`src/gpt_pkg.sv`:
```
// Operation
// - two 16-bit halves, split or joined
// - trigger outputs of all blocks ORed
// - reset leaves block inactive, controls cleared
// - counters and loads reset to FFFF
// - prescalers and prescale registers reset zero
// - configuration 0 timer, 1 clock
// - 32-bit pair acts as one timer
// - 32-bit load write fills both halves
// - 32-bit count read concatenates both halves
// - low mode field alone picks 32-bit mode
// - enable starts 32-bit decrement from preload
// - zero reached reloads on next cycle, in 16-bit modes on next prescale tick
// - one-shot stops and clears enable
// - zero sets raw flag until cleared
// - unmasked time-out sets masked flag
// - trigger only when trigger enable set
// - load rewrite while running takes effect next
// - stall bit freezes count during debug halt
// - prescaler used only in 16-bit modes
package gpt_pkg;
  localparam int ADDR_W = 8;
  localparam logic [7:0] OFF_CFG = 8'h00;
  localparam logic [7:0] OFF_AMR = 8'h04;
  localparam logic [7:0] OFF_BMR = 8'h08;
  localparam logic [7:0] OFF_CTL = 8'h0C;
  localparam logic [7:0] OFF_IMR = 8'h18;
  localparam logic [7:0] OFF_RIS = 8'h1C;
  localparam logic [7:0] OFF_MIS = 8'h20;
  localparam logic [7:0] OFF_ICR = 8'h24;
  localparam logic [7:0] OFF_AILR = 8'h28;
  localparam logic [7:0] OFF_BILR = 8'h2C;
  localparam logic [7:0] OFF_APR = 8'h38;
  localparam logic [7:0] OFF_BPR = 8'h3C;
  localparam logic [7:0] OFF_AR = 8'h48;
  localparam logic [7:0] OFF_BR = 8'h4C;
  localparam logic [2:0] CFG_32_TIMER = 3'h0;
  localparam logic [2:0] CFG_32_RTC = 3'h1;
  localparam logic [2:0] CFG_16 = 3'h4;
  localparam logic [1:0] MODE_ONESHOT = 2'h1;
  localparam logic [1:0] MODE_PERIODIC = 2'h2;
  // control bit positions
  localparam int CTL_AEN = 0;
  localparam int CTL_ASTALL = 1;
  localparam int CTL_AOTE = 5;
  localparam int CTL_BEN = 8;
  localparam int CTL_BSTALL = 9;
  localparam int CTL_BOTE = 13;
  localparam int INT_ATO = 0;
  localparam int INT_BTO = 8;
  localparam logic [15:0] HALF_RST = 16'hFFFF;
  localparam logic [7:0] PRE_RST = 8'h00;
  localparam logic [31:0] ZERO32 = 32'h0000_0000;
  localparam logic [15:0] ZERO16 = 16'h0000;
  localparam logic [31:0] RD_ZERO = 32'h0000_0000;
endpackage

```
`src/gpt_timer.sv`:
```
// The register addresses and the strobed register port were chosen for this implementation.
`timescale 1ns/1ps
module gpt_timer (
  input wire logic clock_i,
  input wire logic nrst_i,
  input wire logic ce_i,
  input wire logic [gpt_pkg::ADDR_W-1:0] addr_i,
  input wire logic [31:0] wdata_i,
  input wire logic wr_i,
  input wire logic rd_i,
  output logic [31:0] rdata_o,
  input wire logic debug_halt_i,
  input wire logic adc_trig_chain_i,
  output logic adc_trig_o,
  output logic irq_o
);
  import gpt_pkg::*;

  logic [2:0] cfg;
  logic [1:0] amode;
  logic [1:0] bmode;
  logic [13:0] ctl;
  logic [15:0] imr;
  logic [15:0] ris;
  logic [15:0] aload;
  logic [15:0] bload;
  logic [7:0] apre;
  logic [7:0] bpre;
  logic [15:0] acnt;
  logic [15:0] bcnt;
  logic [7:0] apcnt;
  logic [7:0] bpcnt;
  logic trig;

  wire wr_cfg = wr_i && addr_i == OFF_CFG;
  wire wr_ctl = wr_i && addr_i == OFF_CTL;
  wire wr_ailr = wr_i && addr_i == OFF_AILR;
  wire wr_bilr = wr_i && addr_i == OFF_BILR;
  wire wr_icr = wr_i && addr_i == OFF_ICR;
  wire is32 = cfg == CFG_32_TIMER;
  wire a_run_ok = amode == MODE_ONESHOT || amode == MODE_PERIODIC;
  wire b_run_ok = bmode == MODE_ONESHOT || bmode == MODE_PERIODIC;
  wire run32 = is32 && ctl[CTL_AEN] && a_run_ok && !(ctl[CTL_ASTALL] && debug_halt_i);
  wire runa = cfg == CFG_16 && ctl[CTL_AEN] && a_run_ok
    && !(ctl[CTL_ASTALL] && debug_halt_i);
  wire runb = cfg == CFG_16 && ctl[CTL_BEN] && b_run_ok
    && !(ctl[CTL_BSTALL] && debug_halt_i);
  wire [31:0] cnt32 = {bcnt, acnt};
  wire zero32 = run32 && cnt32 == ZERO32;
  // prescaler expiry counts only in 16-bit modes
  wire a_tick = runa && apcnt == PRE_RST;
  wire b_tick = runb && bpcnt == PRE_RST;
  wire zero_a = a_tick && acnt == ZERO16;
  wire zero_b = b_tick && bcnt == ZERO16;
  wire ev_a = zero32 || zero_a;
  wire ev_b = zero_b;

  always_ff @(posedge clock_i or negedge nrst_i)
  begin
    if (!nrst_i)
    begin
      cfg <= CFG_32_TIMER;
      amode <= 2'h0;
      bmode <= 2'h0;
      imr <= 16'h0000;
      apre <= PRE_RST;
      bpre <= PRE_RST;
    end
    else if (ce_i && wr_i)
    begin
      unique case (addr_i)
        OFF_CFG: cfg <= wdata_i[2:0];
        OFF_AMR: amode <= wdata_i[1:0];
        OFF_BMR: bmode <= wdata_i[1:0];
        OFF_IMR: imr <= wdata_i[15:0];
        OFF_APR: apre <= wdata_i[7:0];
        OFF_BPR: bpre <= wdata_i[7:0];
        default: ;
      endcase
    end
  end

  // control: one-shot expiry clears enable; hardware clear wins a same-cycle write
  always_ff @(posedge clock_i or negedge nrst_i)
  begin
    if (!nrst_i)
      ctl <= 14'h0000;
    else if (ce_i)
    begin
      if (wr_ctl)
        ctl <= wdata_i[13:0];
      if (ev_a && amode == MODE_ONESHOT)
        ctl[CTL_AEN] <= 1'b0;
      if (ev_b && bmode == MODE_ONESHOT)
        ctl[CTL_BEN] <= 1'b0;
    end
  end

  // raw flags: set beats clear
  always_ff @(posedge clock_i or negedge nrst_i)
  begin
    if (!nrst_i)
      ris <= 16'h0000;
    else if (ce_i)
    begin
      if (wr_icr)
        ris <= ris & ~wdata_i[15:0];
      if (ev_a)
        ris[INT_ATO] <= 1'b1;
      if (ev_b)
        ris[INT_BTO] <= 1'b1;
    end
  end

  always_ff @(posedge clock_i or negedge nrst_i)
  begin
    if (!nrst_i)
    begin
      aload <= HALF_RST;
      bload <= HALF_RST;
    end
    else if (ce_i)
    begin
      if (wr_ailr && cfg != CFG_16)
      begin
        aload <= wdata_i[15:0];
        bload <= wdata_i[31:16];
      end
      else if (wr_ailr)
        aload <= wdata_i[15:0];
      else if (wr_bilr)
        bload <= wdata_i[15:0];
    end
  end

  // counters; load rewrite forces the count the next cycle
  always_ff @(posedge clock_i or negedge nrst_i)
  begin
    if (!nrst_i)
    begin
      acnt <= HALF_RST;
      bcnt <= HALF_RST;
      apcnt <= PRE_RST;
      bpcnt <= PRE_RST;
    end
    else if (ce_i)
    begin
      if (is32)
      begin
        if (wr_ailr)
          {bcnt, acnt} <= wdata_i;
        else if (zero32)
          {bcnt, acnt} <= {bload, aload};
        else if (run32)
          {bcnt, acnt} <= cnt32 - 32'h0000_0001;
      end
      else
      begin
        if (wr_ailr)
          acnt <= wdata_i[15:0];
        else if (zero_a)
        begin
          acnt <= aload;
          apcnt <= apre;
        end
        else if (a_tick)
        begin
          acnt <= acnt - 16'h0001;
          apcnt <= apre;
        end
        else if (runa)
          apcnt <= apcnt - 8'h01;
        if (wr_bilr)
          bcnt <= wdata_i[15:0];
        else if (zero_b)
        begin
          bcnt <= bload;
          bpcnt <= bpre;
        end
        else if (b_tick)
        begin
          bcnt <= bcnt - 16'h0001;
          bpcnt <= bpre;
        end
        else if (runb)
          bpcnt <= bpcnt - 8'h01;
      end
    end
  end

  // trigger registered one cycle after time-out
  always_ff @(posedge clock_i or negedge nrst_i)
  begin
    if (!nrst_i)
      trig <= 1'b0;
    else if (ce_i)
      trig <= (ev_a && ctl[CTL_AOTE]) || (ev_b && ctl[CTL_BOTE]);
  end

  assign adc_trig_o = trig || adc_trig_chain_i;
  assign irq_o = |(ris & imr);

  always_ff @(posedge clock_i or negedge nrst_i)
  begin
    if (!nrst_i)
      rdata_o <= RD_ZERO;
    else if (ce_i)
    begin
      rdata_o <= RD_ZERO;
      if (rd_i)
      begin
        unique case (addr_i)
          OFF_CFG: rdata_o <= {29'h0, cfg};
          OFF_AMR: rdata_o <= {30'h0, amode};
          OFF_BMR: rdata_o <= {30'h0, bmode};
          OFF_CTL: rdata_o <= {18'h0, ctl};
          OFF_IMR: rdata_o <= {16'h0, imr};
          OFF_RIS: rdata_o <= {16'h0, ris};
          OFF_MIS: rdata_o <= {16'h0, ris & imr};
          OFF_AILR: rdata_o <= cfg != CFG_16 ? {bload, aload} : {16'h0, aload};
          OFF_BILR: rdata_o <= {16'h0, bload};
          OFF_APR: rdata_o <= {24'h0, apre};
          OFF_BPR: rdata_o <= {24'h0, bpre};
          OFF_AR: rdata_o <= cfg != CFG_16 ? cnt32 : {16'h0, acnt};
          OFF_BR: rdata_o <= {16'h0, bcnt};
          default: rdata_o <= RD_ZERO;
        endcase
      end
    end
  end

  a_oneshot_stops: assert property (@(posedge clock_i) disable iff (!nrst_i)
    ce_i && zero32 && amode == MODE_ONESHOT |=> !ctl[CTL_AEN])
    else $error("one-shot did not clear enable");
  a_reload_zero: assert property (@(posedge clock_i) disable iff (!nrst_i)
    ce_i && zero32 && !wr_ailr |=> cnt32 == {$past(bload), $past(aload)})
    else $error("no reload after zero");
  a_raw_flag_set: assert property (@(posedge clock_i) disable iff (!nrst_i)
    ce_i && ev_a |=> ris[INT_ATO])
    else $error("raw time-out flag not set");
  a_stall_holds: assert property (@(posedge clock_i) disable iff (!nrst_i)
    is32 && ctl[CTL_ASTALL] && debug_halt_i && !wr_ailr |=> $stable(cnt32))
    else $error("counter moved during halt");
  a_trig_gate: assert property (@(posedge clock_i) disable iff (!nrst_i)
    ce_i && ev_a && !ev_b && !ctl[CTL_AOTE] |=> !trig)
    else $error("trigger without enable");
  a_irq_follows: assert property (@(posedge clock_i) disable iff (!nrst_i)
    ce_i && ev_a && imr[INT_ATO] && !(wr_i && addr_i == OFF_IMR) |=> irq_o)
    else $error("interrupt not raised");
  a_load_split: assert property (@(posedge clock_i) disable iff (!nrst_i)
    ce_i && wr_ailr && is32 |=> {bload, aload} == $past(wdata_i))
    else $error("high load not written");
  a_count_down: assert property (@(posedge clock_i) disable iff (!nrst_i)
    ce_i && run32 && !zero32 && !wr_ailr |=> cnt32 == $past(cnt32) - 32'h0000_0001)
    else $error("counter did not decrement");

  // trigger, flag and interrupt paths
  a_trig_fires: assert property (@(posedge clock_i) disable iff (!nrst_i)
    ce_i && ev_a && ctl[CTL_AOTE]
    |=> trig)
    else $error("enabled trigger missing");
  a_trig_pulse: assert property (@(posedge clock_i) disable iff (!nrst_i)
    ce_i && !ev_a && !ev_b
    |=> !trig)
    else $error("trigger without time-out");
  a_high_trig: assert property (@(posedge clock_i) disable iff (!nrst_i)
    ce_i && ev_b && ctl[CTL_BOTE]
    |=> trig)
    else $error("high trigger missing");
  a_chain_or: assert property (@(posedge clock_i) disable iff (!nrst_i)
    adc_trig_chain_i
    |-> adc_trig_o)
    else $error("chained trigger lost");
  a_raw_hold: assert property (@(posedge clock_i) disable iff (!nrst_i)
    ris[INT_ATO] && !(wr_icr && wdata_i[INT_ATO])
    |=> ris[INT_ATO])
    else $error("raw flag dropped");
  a_raw_clear: assert property (@(posedge clock_i) disable iff (!nrst_i)
    ce_i && wr_icr && wdata_i[INT_ATO] && !ev_a
    |=> !ris[INT_ATO])
    else $error("raw flag not cleared");
  a_high_raw: assert property (@(posedge clock_i) disable iff (!nrst_i)
    ce_i && ev_b
    |=> ris[INT_BTO])
    else $error("high raw flag not set");
  a_irq_drop: assert property (@(posedge clock_i) disable iff (!nrst_i)
    (ris & imr) == 16'h0000
    |-> !irq_o)
    else $error("interrupt without flag");
  a_raw_read: assert property (@(posedge clock_i) disable iff (!nrst_i)
    ce_i && rd_i && addr_i == OFF_RIS
    |=> rdata_o[15:0] == $past(ris))
    else $error("raw read wrong");
  a_mis_read: assert property (@(posedge clock_i) disable iff (!nrst_i)
    ce_i && rd_i && addr_i == OFF_MIS
    |=> rdata_o[15:0] == ($past(ris) & $past(imr)))
    else $error("masked read wrong");

  // enable and mode handling
  a_periodic_runs: assert property (@(posedge clock_i) disable iff (!nrst_i)
    ce_i && zero32 && amode == MODE_PERIODIC && !wr_ctl
    |=> ctl[CTL_AEN])
    else $error("periodic timer stopped");
  a_half_oneshot: assert property (@(posedge clock_i) disable iff (!nrst_i)
    ce_i && zero_a && amode == MODE_ONESHOT
    |=> !ctl[CTL_AEN])
    else $error("low one-shot kept running");
  a_high_oneshot: assert property (@(posedge clock_i) disable iff (!nrst_i)
    ce_i && zero_b && bmode == MODE_ONESHOT
    |=> !ctl[CTL_BEN])
    else $error("high one-shot kept running");
  a_enable_start: assert property (@(posedge clock_i) disable iff (!nrst_i)
    ce_i && wr_ctl && wdata_i[CTL_AEN] && !ev_a
    |=> ctl[CTL_AEN])
    else $error("enable write lost");
  a_high_ignored: assert property (@(posedge clock_i) disable iff (!nrst_i)
    is32 && ctl[CTL_AEN] && amode == MODE_PERIODIC && !(ctl[CTL_ASTALL] && debug_halt_i)
    |-> run32)
    else $error("high mode blocked pair");
  a_rtc_idle: assert property (@(posedge clock_i) disable iff (!nrst_i)
    ce_i && cfg == CFG_32_RTC && !wr_ailr && !wr_bilr
    |=> $stable(cnt32))
    else $error("clock configuration counted");
  a_ce_freeze: assert property (@(posedge clock_i) disable iff (!nrst_i)
    !ce_i
    |=> $stable(cnt32) && $stable(ctl) && $stable(ris))
    else $error("state moved with clock enable low");

  // load and count access
  a_load_fill: assert property (@(posedge clock_i) disable iff (!nrst_i)
    ce_i && wr_ailr && is32
    |=> {bcnt, acnt} == $past(wdata_i))
    else $error("load rewrite not taken");
  a_split_load: assert property (@(posedge clock_i) disable iff (!nrst_i)
    ce_i && wr_ailr && cfg == CFG_16
    |=> $stable(bload))
    else $error("split write touched high load");
  a_count_read: assert property (@(posedge clock_i) disable iff (!nrst_i)
    ce_i && rd_i && addr_i == OFF_AR && cfg != CFG_16
    |=> rdata_o == $past(cnt32))
    else $error("joined count read wrong");
  a_load_read: assert property (@(posedge clock_i) disable iff (!nrst_i)
    ce_i && rd_i && addr_i == OFF_AILR && cfg != CFG_16
    |=> rdata_o == {$past(bload), $past(aload)})
    else $error("joined load read wrong");

  // split halves and prescalers
  a_no_prescale32: assert property (@(posedge clock_i) disable iff (!nrst_i)
    is32
    |-> !a_tick && !b_tick)
    else $error("prescaler active in joined mode");
  a_low_pre_reload: assert property (@(posedge clock_i) disable iff (!nrst_i)
    ce_i && a_tick && !wr_ailr
    |=> apcnt == $past(apre))
    else $error("low prescaler not reloaded");
  a_high_pre_reload: assert property (@(posedge clock_i) disable iff (!nrst_i)
    ce_i && b_tick && !wr_bilr
    |=> bpcnt == $past(bpre))
    else $error("high prescaler not reloaded");
  a_low_count_down: assert property (@(posedge clock_i) disable iff (!nrst_i)
    ce_i && a_tick && !zero_a && !wr_ailr
    |=> acnt == $past(acnt) - 16'h0001)
    else $error("low half did not decrement");
  a_high_count_down: assert property (@(posedge clock_i) disable iff (!nrst_i)
    ce_i && b_tick && !zero_b && !wr_bilr
    |=> bcnt == $past(bcnt) - 16'h0001)
    else $error("high half did not decrement");
  a_low_reload: assert property (@(posedge clock_i) disable iff (!nrst_i)
    ce_i && zero_a && !wr_ailr
    |=> acnt == $past(aload))
    else $error("low half not reloaded");
  a_high_reload: assert property (@(posedge clock_i) disable iff (!nrst_i)
    ce_i && zero_b && !wr_bilr
    |=> bcnt == $past(bload))
    else $error("high half not reloaded");
  a_low_stall: assert property (@(posedge clock_i) disable iff (!nrst_i)
    cfg == CFG_16 && ctl[CTL_ASTALL] && debug_halt_i && !wr_ailr
    |=> $stable(acnt))
    else $error("low half moved during halt");
  a_high_stall: assert property (@(posedge clock_i) disable iff (!nrst_i)
    cfg == CFG_16 && ctl[CTL_BSTALL] && debug_halt_i && !wr_bilr
    |=> $stable(bcnt))
    else $error("high half moved during halt");
endmodule

```
`config.mk`:
```
export PLATFORM = sky130hd
export DESIGN_NAME = gpt_timer
export DESIGN_NICKNAME = d
export VERILOG_FILES = /design/src/gpt_pkg.sv /design/src/gpt_timer.sv
export SDC_FILE = /design/constraint.sdc
export NUM_CORES = 1
export LEC_CHECK = 0
export BUFFER_PORTS_ARGS = -buffer_cell sky130_fd_sc_hd__buf_2
export CELL_PAD_IN_SITES_DETAIL_PLACEMENT = 1
export CELL_PAD_IN_SITES_GLOBAL_PLACEMENT = 1
export CORE_ASPECT_RATIO = 0.9
export CORE_MARGIN = 1.5
export CORE_UTILIZATION = 45
export DETAILED_ROUTE_END_ITERATION = 6
export PLACE_DENSITY_LB_ADDON = 0.2
export SLEW_MARGIN = 20
export SYNTH_ARGS = -nofsm -noshare
export SYNTH_HDL_FRONTEND = slang
export SYNTH_SLANG_ARGS = --single-unit
```
`constraint.sdc`:
```
create_clock -name clock_i -period 4.7 [get_ports clock_i]
set_input_delay 0.47 -clock clock_i [delete_from_list [all_inputs] [get_ports clock_i]]
set_output_delay 0.47 -clock clock_i [all_outputs]
set_load 0.05 [all_outputs]
```
==> flow_metrics.env <==
export IMPL_status="complete, no violations"
export IMPL_clock_latency_ns=0.46
export IMPL_routed_via_count=10600
export IMPL_routed_wl_um=44300
export IMPL_hpwl_um=31300
export IMPL_synthArstFlopShare_pct=100
export IMPL_synth_edff_count=0
export IMPL_comb_power_share_pct=12.8
export IMPL_drt_iter0_markers=1187
export IMPL_p_int_mw=2.60
export IMPL_synth_adder_area_share_pct=0.910
export IMPL_place_congestion=0.934
export IMPL_drc_errors=0
export IMPL_crit_required_ns=5.05
export IMPL_row_count=54
export IMPL_grt_pass1_wl_um=67500
export IMPL_dieWidth_um=168
export IMPL_post_cts_resized=0
export IMPL_min_period_ns=3.48
export IMPL_synth_top_cell_by_area="dfrtp_1"
export IMPL_cp_max_fo=11
export IMPL_yosysTopAreaCellShare_pct=26.8
export IMPL_fp_dieArea_um2=25400
export IMPL_die_h_um=151
export IMPL_r2r_end="bcnt[5]"
export IMPL_swShare_pct=32.5
export IMPL_synth_area_per_cell_um2=9.36
export IMPL_ios=81
export IMPL_grt_antenna_before_repair=0
export IMPL_r2r_cells=8
export IMPL_synth_xor_area_share_pct=1.35
export IMPL_critical_path_class="reg -> reg"
export IMPL_grt_usage_pct=35.7
export IMPL_slew_violations=0
export IMPL_start_util_pct=45.6
export IMPL_synth_cells=1176
export IMPL_area_delta_synth_final_pct=11.2
export IMPL_netlist_area_um2=11000
export IMPL_grt_pass1_vias=10700
export IMPL_reg2reg_from="bcnt[1]"
export IMPL_antenna_cells=0
export IMPL_clockPowerShare_pct=38.5
export IMPL_p_sw_mw=1.25
export IMPL_fin_skew_ns=0.0194
export IMPL_critPathLaunchType="flop"
export IMPL_dr_pass1_iters=5
export IMPL_reg2reg_slack_ns=1.22
export IMPL_wl_per_cell_um=29.0
export IMPL_layout_common_cells="dfrtp_1, nand2_1, buf_2, a21oi_1, dfstp_2"
export IMPL_synth_seq_cells=182
export IMPL_path_clk_slew_ns=0.08
export IMPL_grt_max_degree=120
export IMPL_synth_top_family_by_area="compound AO/OA/AOI/OAI gates"
export IMPL_grt_ovfl_total=0
export IMPL_rsz0062_at_grt="no"
export IMPL_cts_htree_levels=4
export IMPL_clock_sinks=182
export IMPL_ctsHoldBuffers=0
export IMPL_p_seq_share_pct=48.6
export IMPL_fmax_ghz=0.288
export IMPL_fin_tns_setup_ns=0
export IMPL_cts_tree="built"
export IMPL_hold_ws_ns=0.161
export IMPL_viasPerCell=6.95
export IMPL_synth_warnings=0
export IMPL_io_buffer_count=80
export IMPL_end_kind="flop"
export IMPL_cts_setup_buffers=0
export IMPL_core_um2=24100
export IMPL_synth_simple_area_share_pct=16.6
export IMPL_hold_viol_final=0
export IMPL_ys_flop_type="dfrtp_1"
export IMPL_setup_violations=0
export IMPL_synth_compound_area_share_pct=25.9
export IMPL_ys_types=86
export IMPL_relSlewSlack_pct=27.3
export IMPL_seq_area_frac_synth_pct=42.1
export IMPL_cap_violations=0
export IMPL_final_common_cell="dfrtp_1"
export IMPL_power_density_nw_per_um2=315
export IMPL_syn_num_nets=1231
export IMPL_worst_pin_slew_ns=1.08
export IMPL_clockRootBuffer="clkbuf_16"
export IMPL_hold_class="in -> async"
export IMPL_p_leak_nw=4.93
export IMPL_ir_worst_vdd_v=0.000158
export IMPL_synth_mux_area_share_pct=7.61
export IMPL_postRouteAntennaNets=0
export IMPL_synthTopCellsByArea="dfrtp_1, dfstp_2, mux2_2, nand2_1, a21oi_1"
export IMPL_fin_crit_sh_pct=73.9
export IMPL_cts_buffers=17
export IMPL_cts_buffer_depth=2
export IMPL_cp_data_arrival_time_ns=3.82
export IMPL_drive_above_1_share_pct=24.0
export IMPL_final_nets=1262
==> area by class of cell <==
type                    instances  area (um2)
repair buffers                106         604
fillers                      2789       11900
multi-input cells             844        5800
well taps                     308         385
flip-flops and latches        182        4630
clock buffers                  18         439
clock inverters                14         161
inverters                      56         210
==> metal layers <==
layer | up-vias | wire (um) | global-route usage [%]
met1 | 5394 | 19100 | 50.3
li1 | 4540 | - | -
met2 | 562 | 19800 | 55.8
met3 | 126 | 3660 | 5.17
met4 | 0 | 1740 | 13.8
met5 | - | 0 | 0
==> power groups by stage <==
stage	clock network, mW	logic, mW	registers, mW
2_1_floorplan	0	0.425	1.73
3_3_place_gp	0	0.471	1.89
3_5_place_dp	0	0.483	1.89
4_1_cts	1.49	0.486	1.86
5_1_grt	1.54	0.543	1.88
6_report	1.48	0.494	1.87
==> synth_stat cells (6+ instances only) <==
cell,count
nand4_1,12
o21ai_0,63
buf_2,23
dfrtp_1,118
or4_1,7
mux2i_1,24
inv_1,56
xnor2_1,10
o22ai_1,38
a32oi_1,7
mux2_2,51
nor2b_1,6
o2bb2ai_1,9
clkbuf_1,64
a21oi_1,64
dfstp_2,64
nand3_1,32
a22o_1,31
o221ai_1,8
or3_1,10
a221oi_1,10
nor2_1,57
xor2_1,7
ha_1,8
a222oi_1,13
nor4_1,17
a31oi_1,12
a211oi_1,15
nor3_1,39
a21boi_0,14
o211ai_1,17
and3_1,8
a21o_1,6
o31ai_1,10
nand2_1,108
a22oi_1,42
==> sequential cells by signal (all words and copies together) (netlist names), 3 cells and up <==
name,flops
bpcnt,8
acnt,16
apcnt,8
rdata_o,32
imr,16
aload,16
bload,16
cfg,3
ctl,14
ris,16
bpre,8
apre,8
bcnt,16
==> kinds of logic after synthesis <==
logic type	Yosys count
compound gates	402
simple gates	341
flops	182
buf+inv	150
mux	76
xor+xnor	17
fa+ha+maj	8
==> how the worst max path moves through the flow <==
stage	depth (start not counted)	slack [ns]	startpoint	end
floorplan	6	2.16	addr_i[5]	imr[10]
global placement	7	1.32	addr_i[5]	bcnt[8]
detailed placement	7	1.22	addr_i[5]	bcnt[8]
CTS	8	1.35	bcnt[0]	bcnt[5]
global route	8	1.0	bcnt[1]	bcnt[5]
finish	8	1.22	bcnt[1]	bcnt[5]
==> metrics by stage <==
stage / setup WS, ns / total power, mW / cell area [um2] / cells / util, %
after floorplan: 2.16 / 2.15 / 11000 / 1176 / -
after global placement: 1.32 / 2.36 / 11600 / 1496 / 48.2
after detailed placement: 1.22 / 2.38 / 11600 / 1496 / 48.2
after CTS: 1.35 / 3.84 / 12200 / 1528 / 50.7
after global routing: 0.998 / 3.97 / 12200 / 1528 / 50.7
final: 1.22 / 3.85 / 12200 / 1528 / 50.7
==> worst max-delay path, stage by stage, from the launching register on <==
cell and delay [ns]:
dfstp_2 0.41, inv_1 0.09, ha_1 0.24, nor3b_2 0.36
nand4_1 0.63, nor4_4 0.88, nor2_1 0.28, a221oi_1 0.34
a31oi_1 0.12
(Power assumes the default switching activity.)
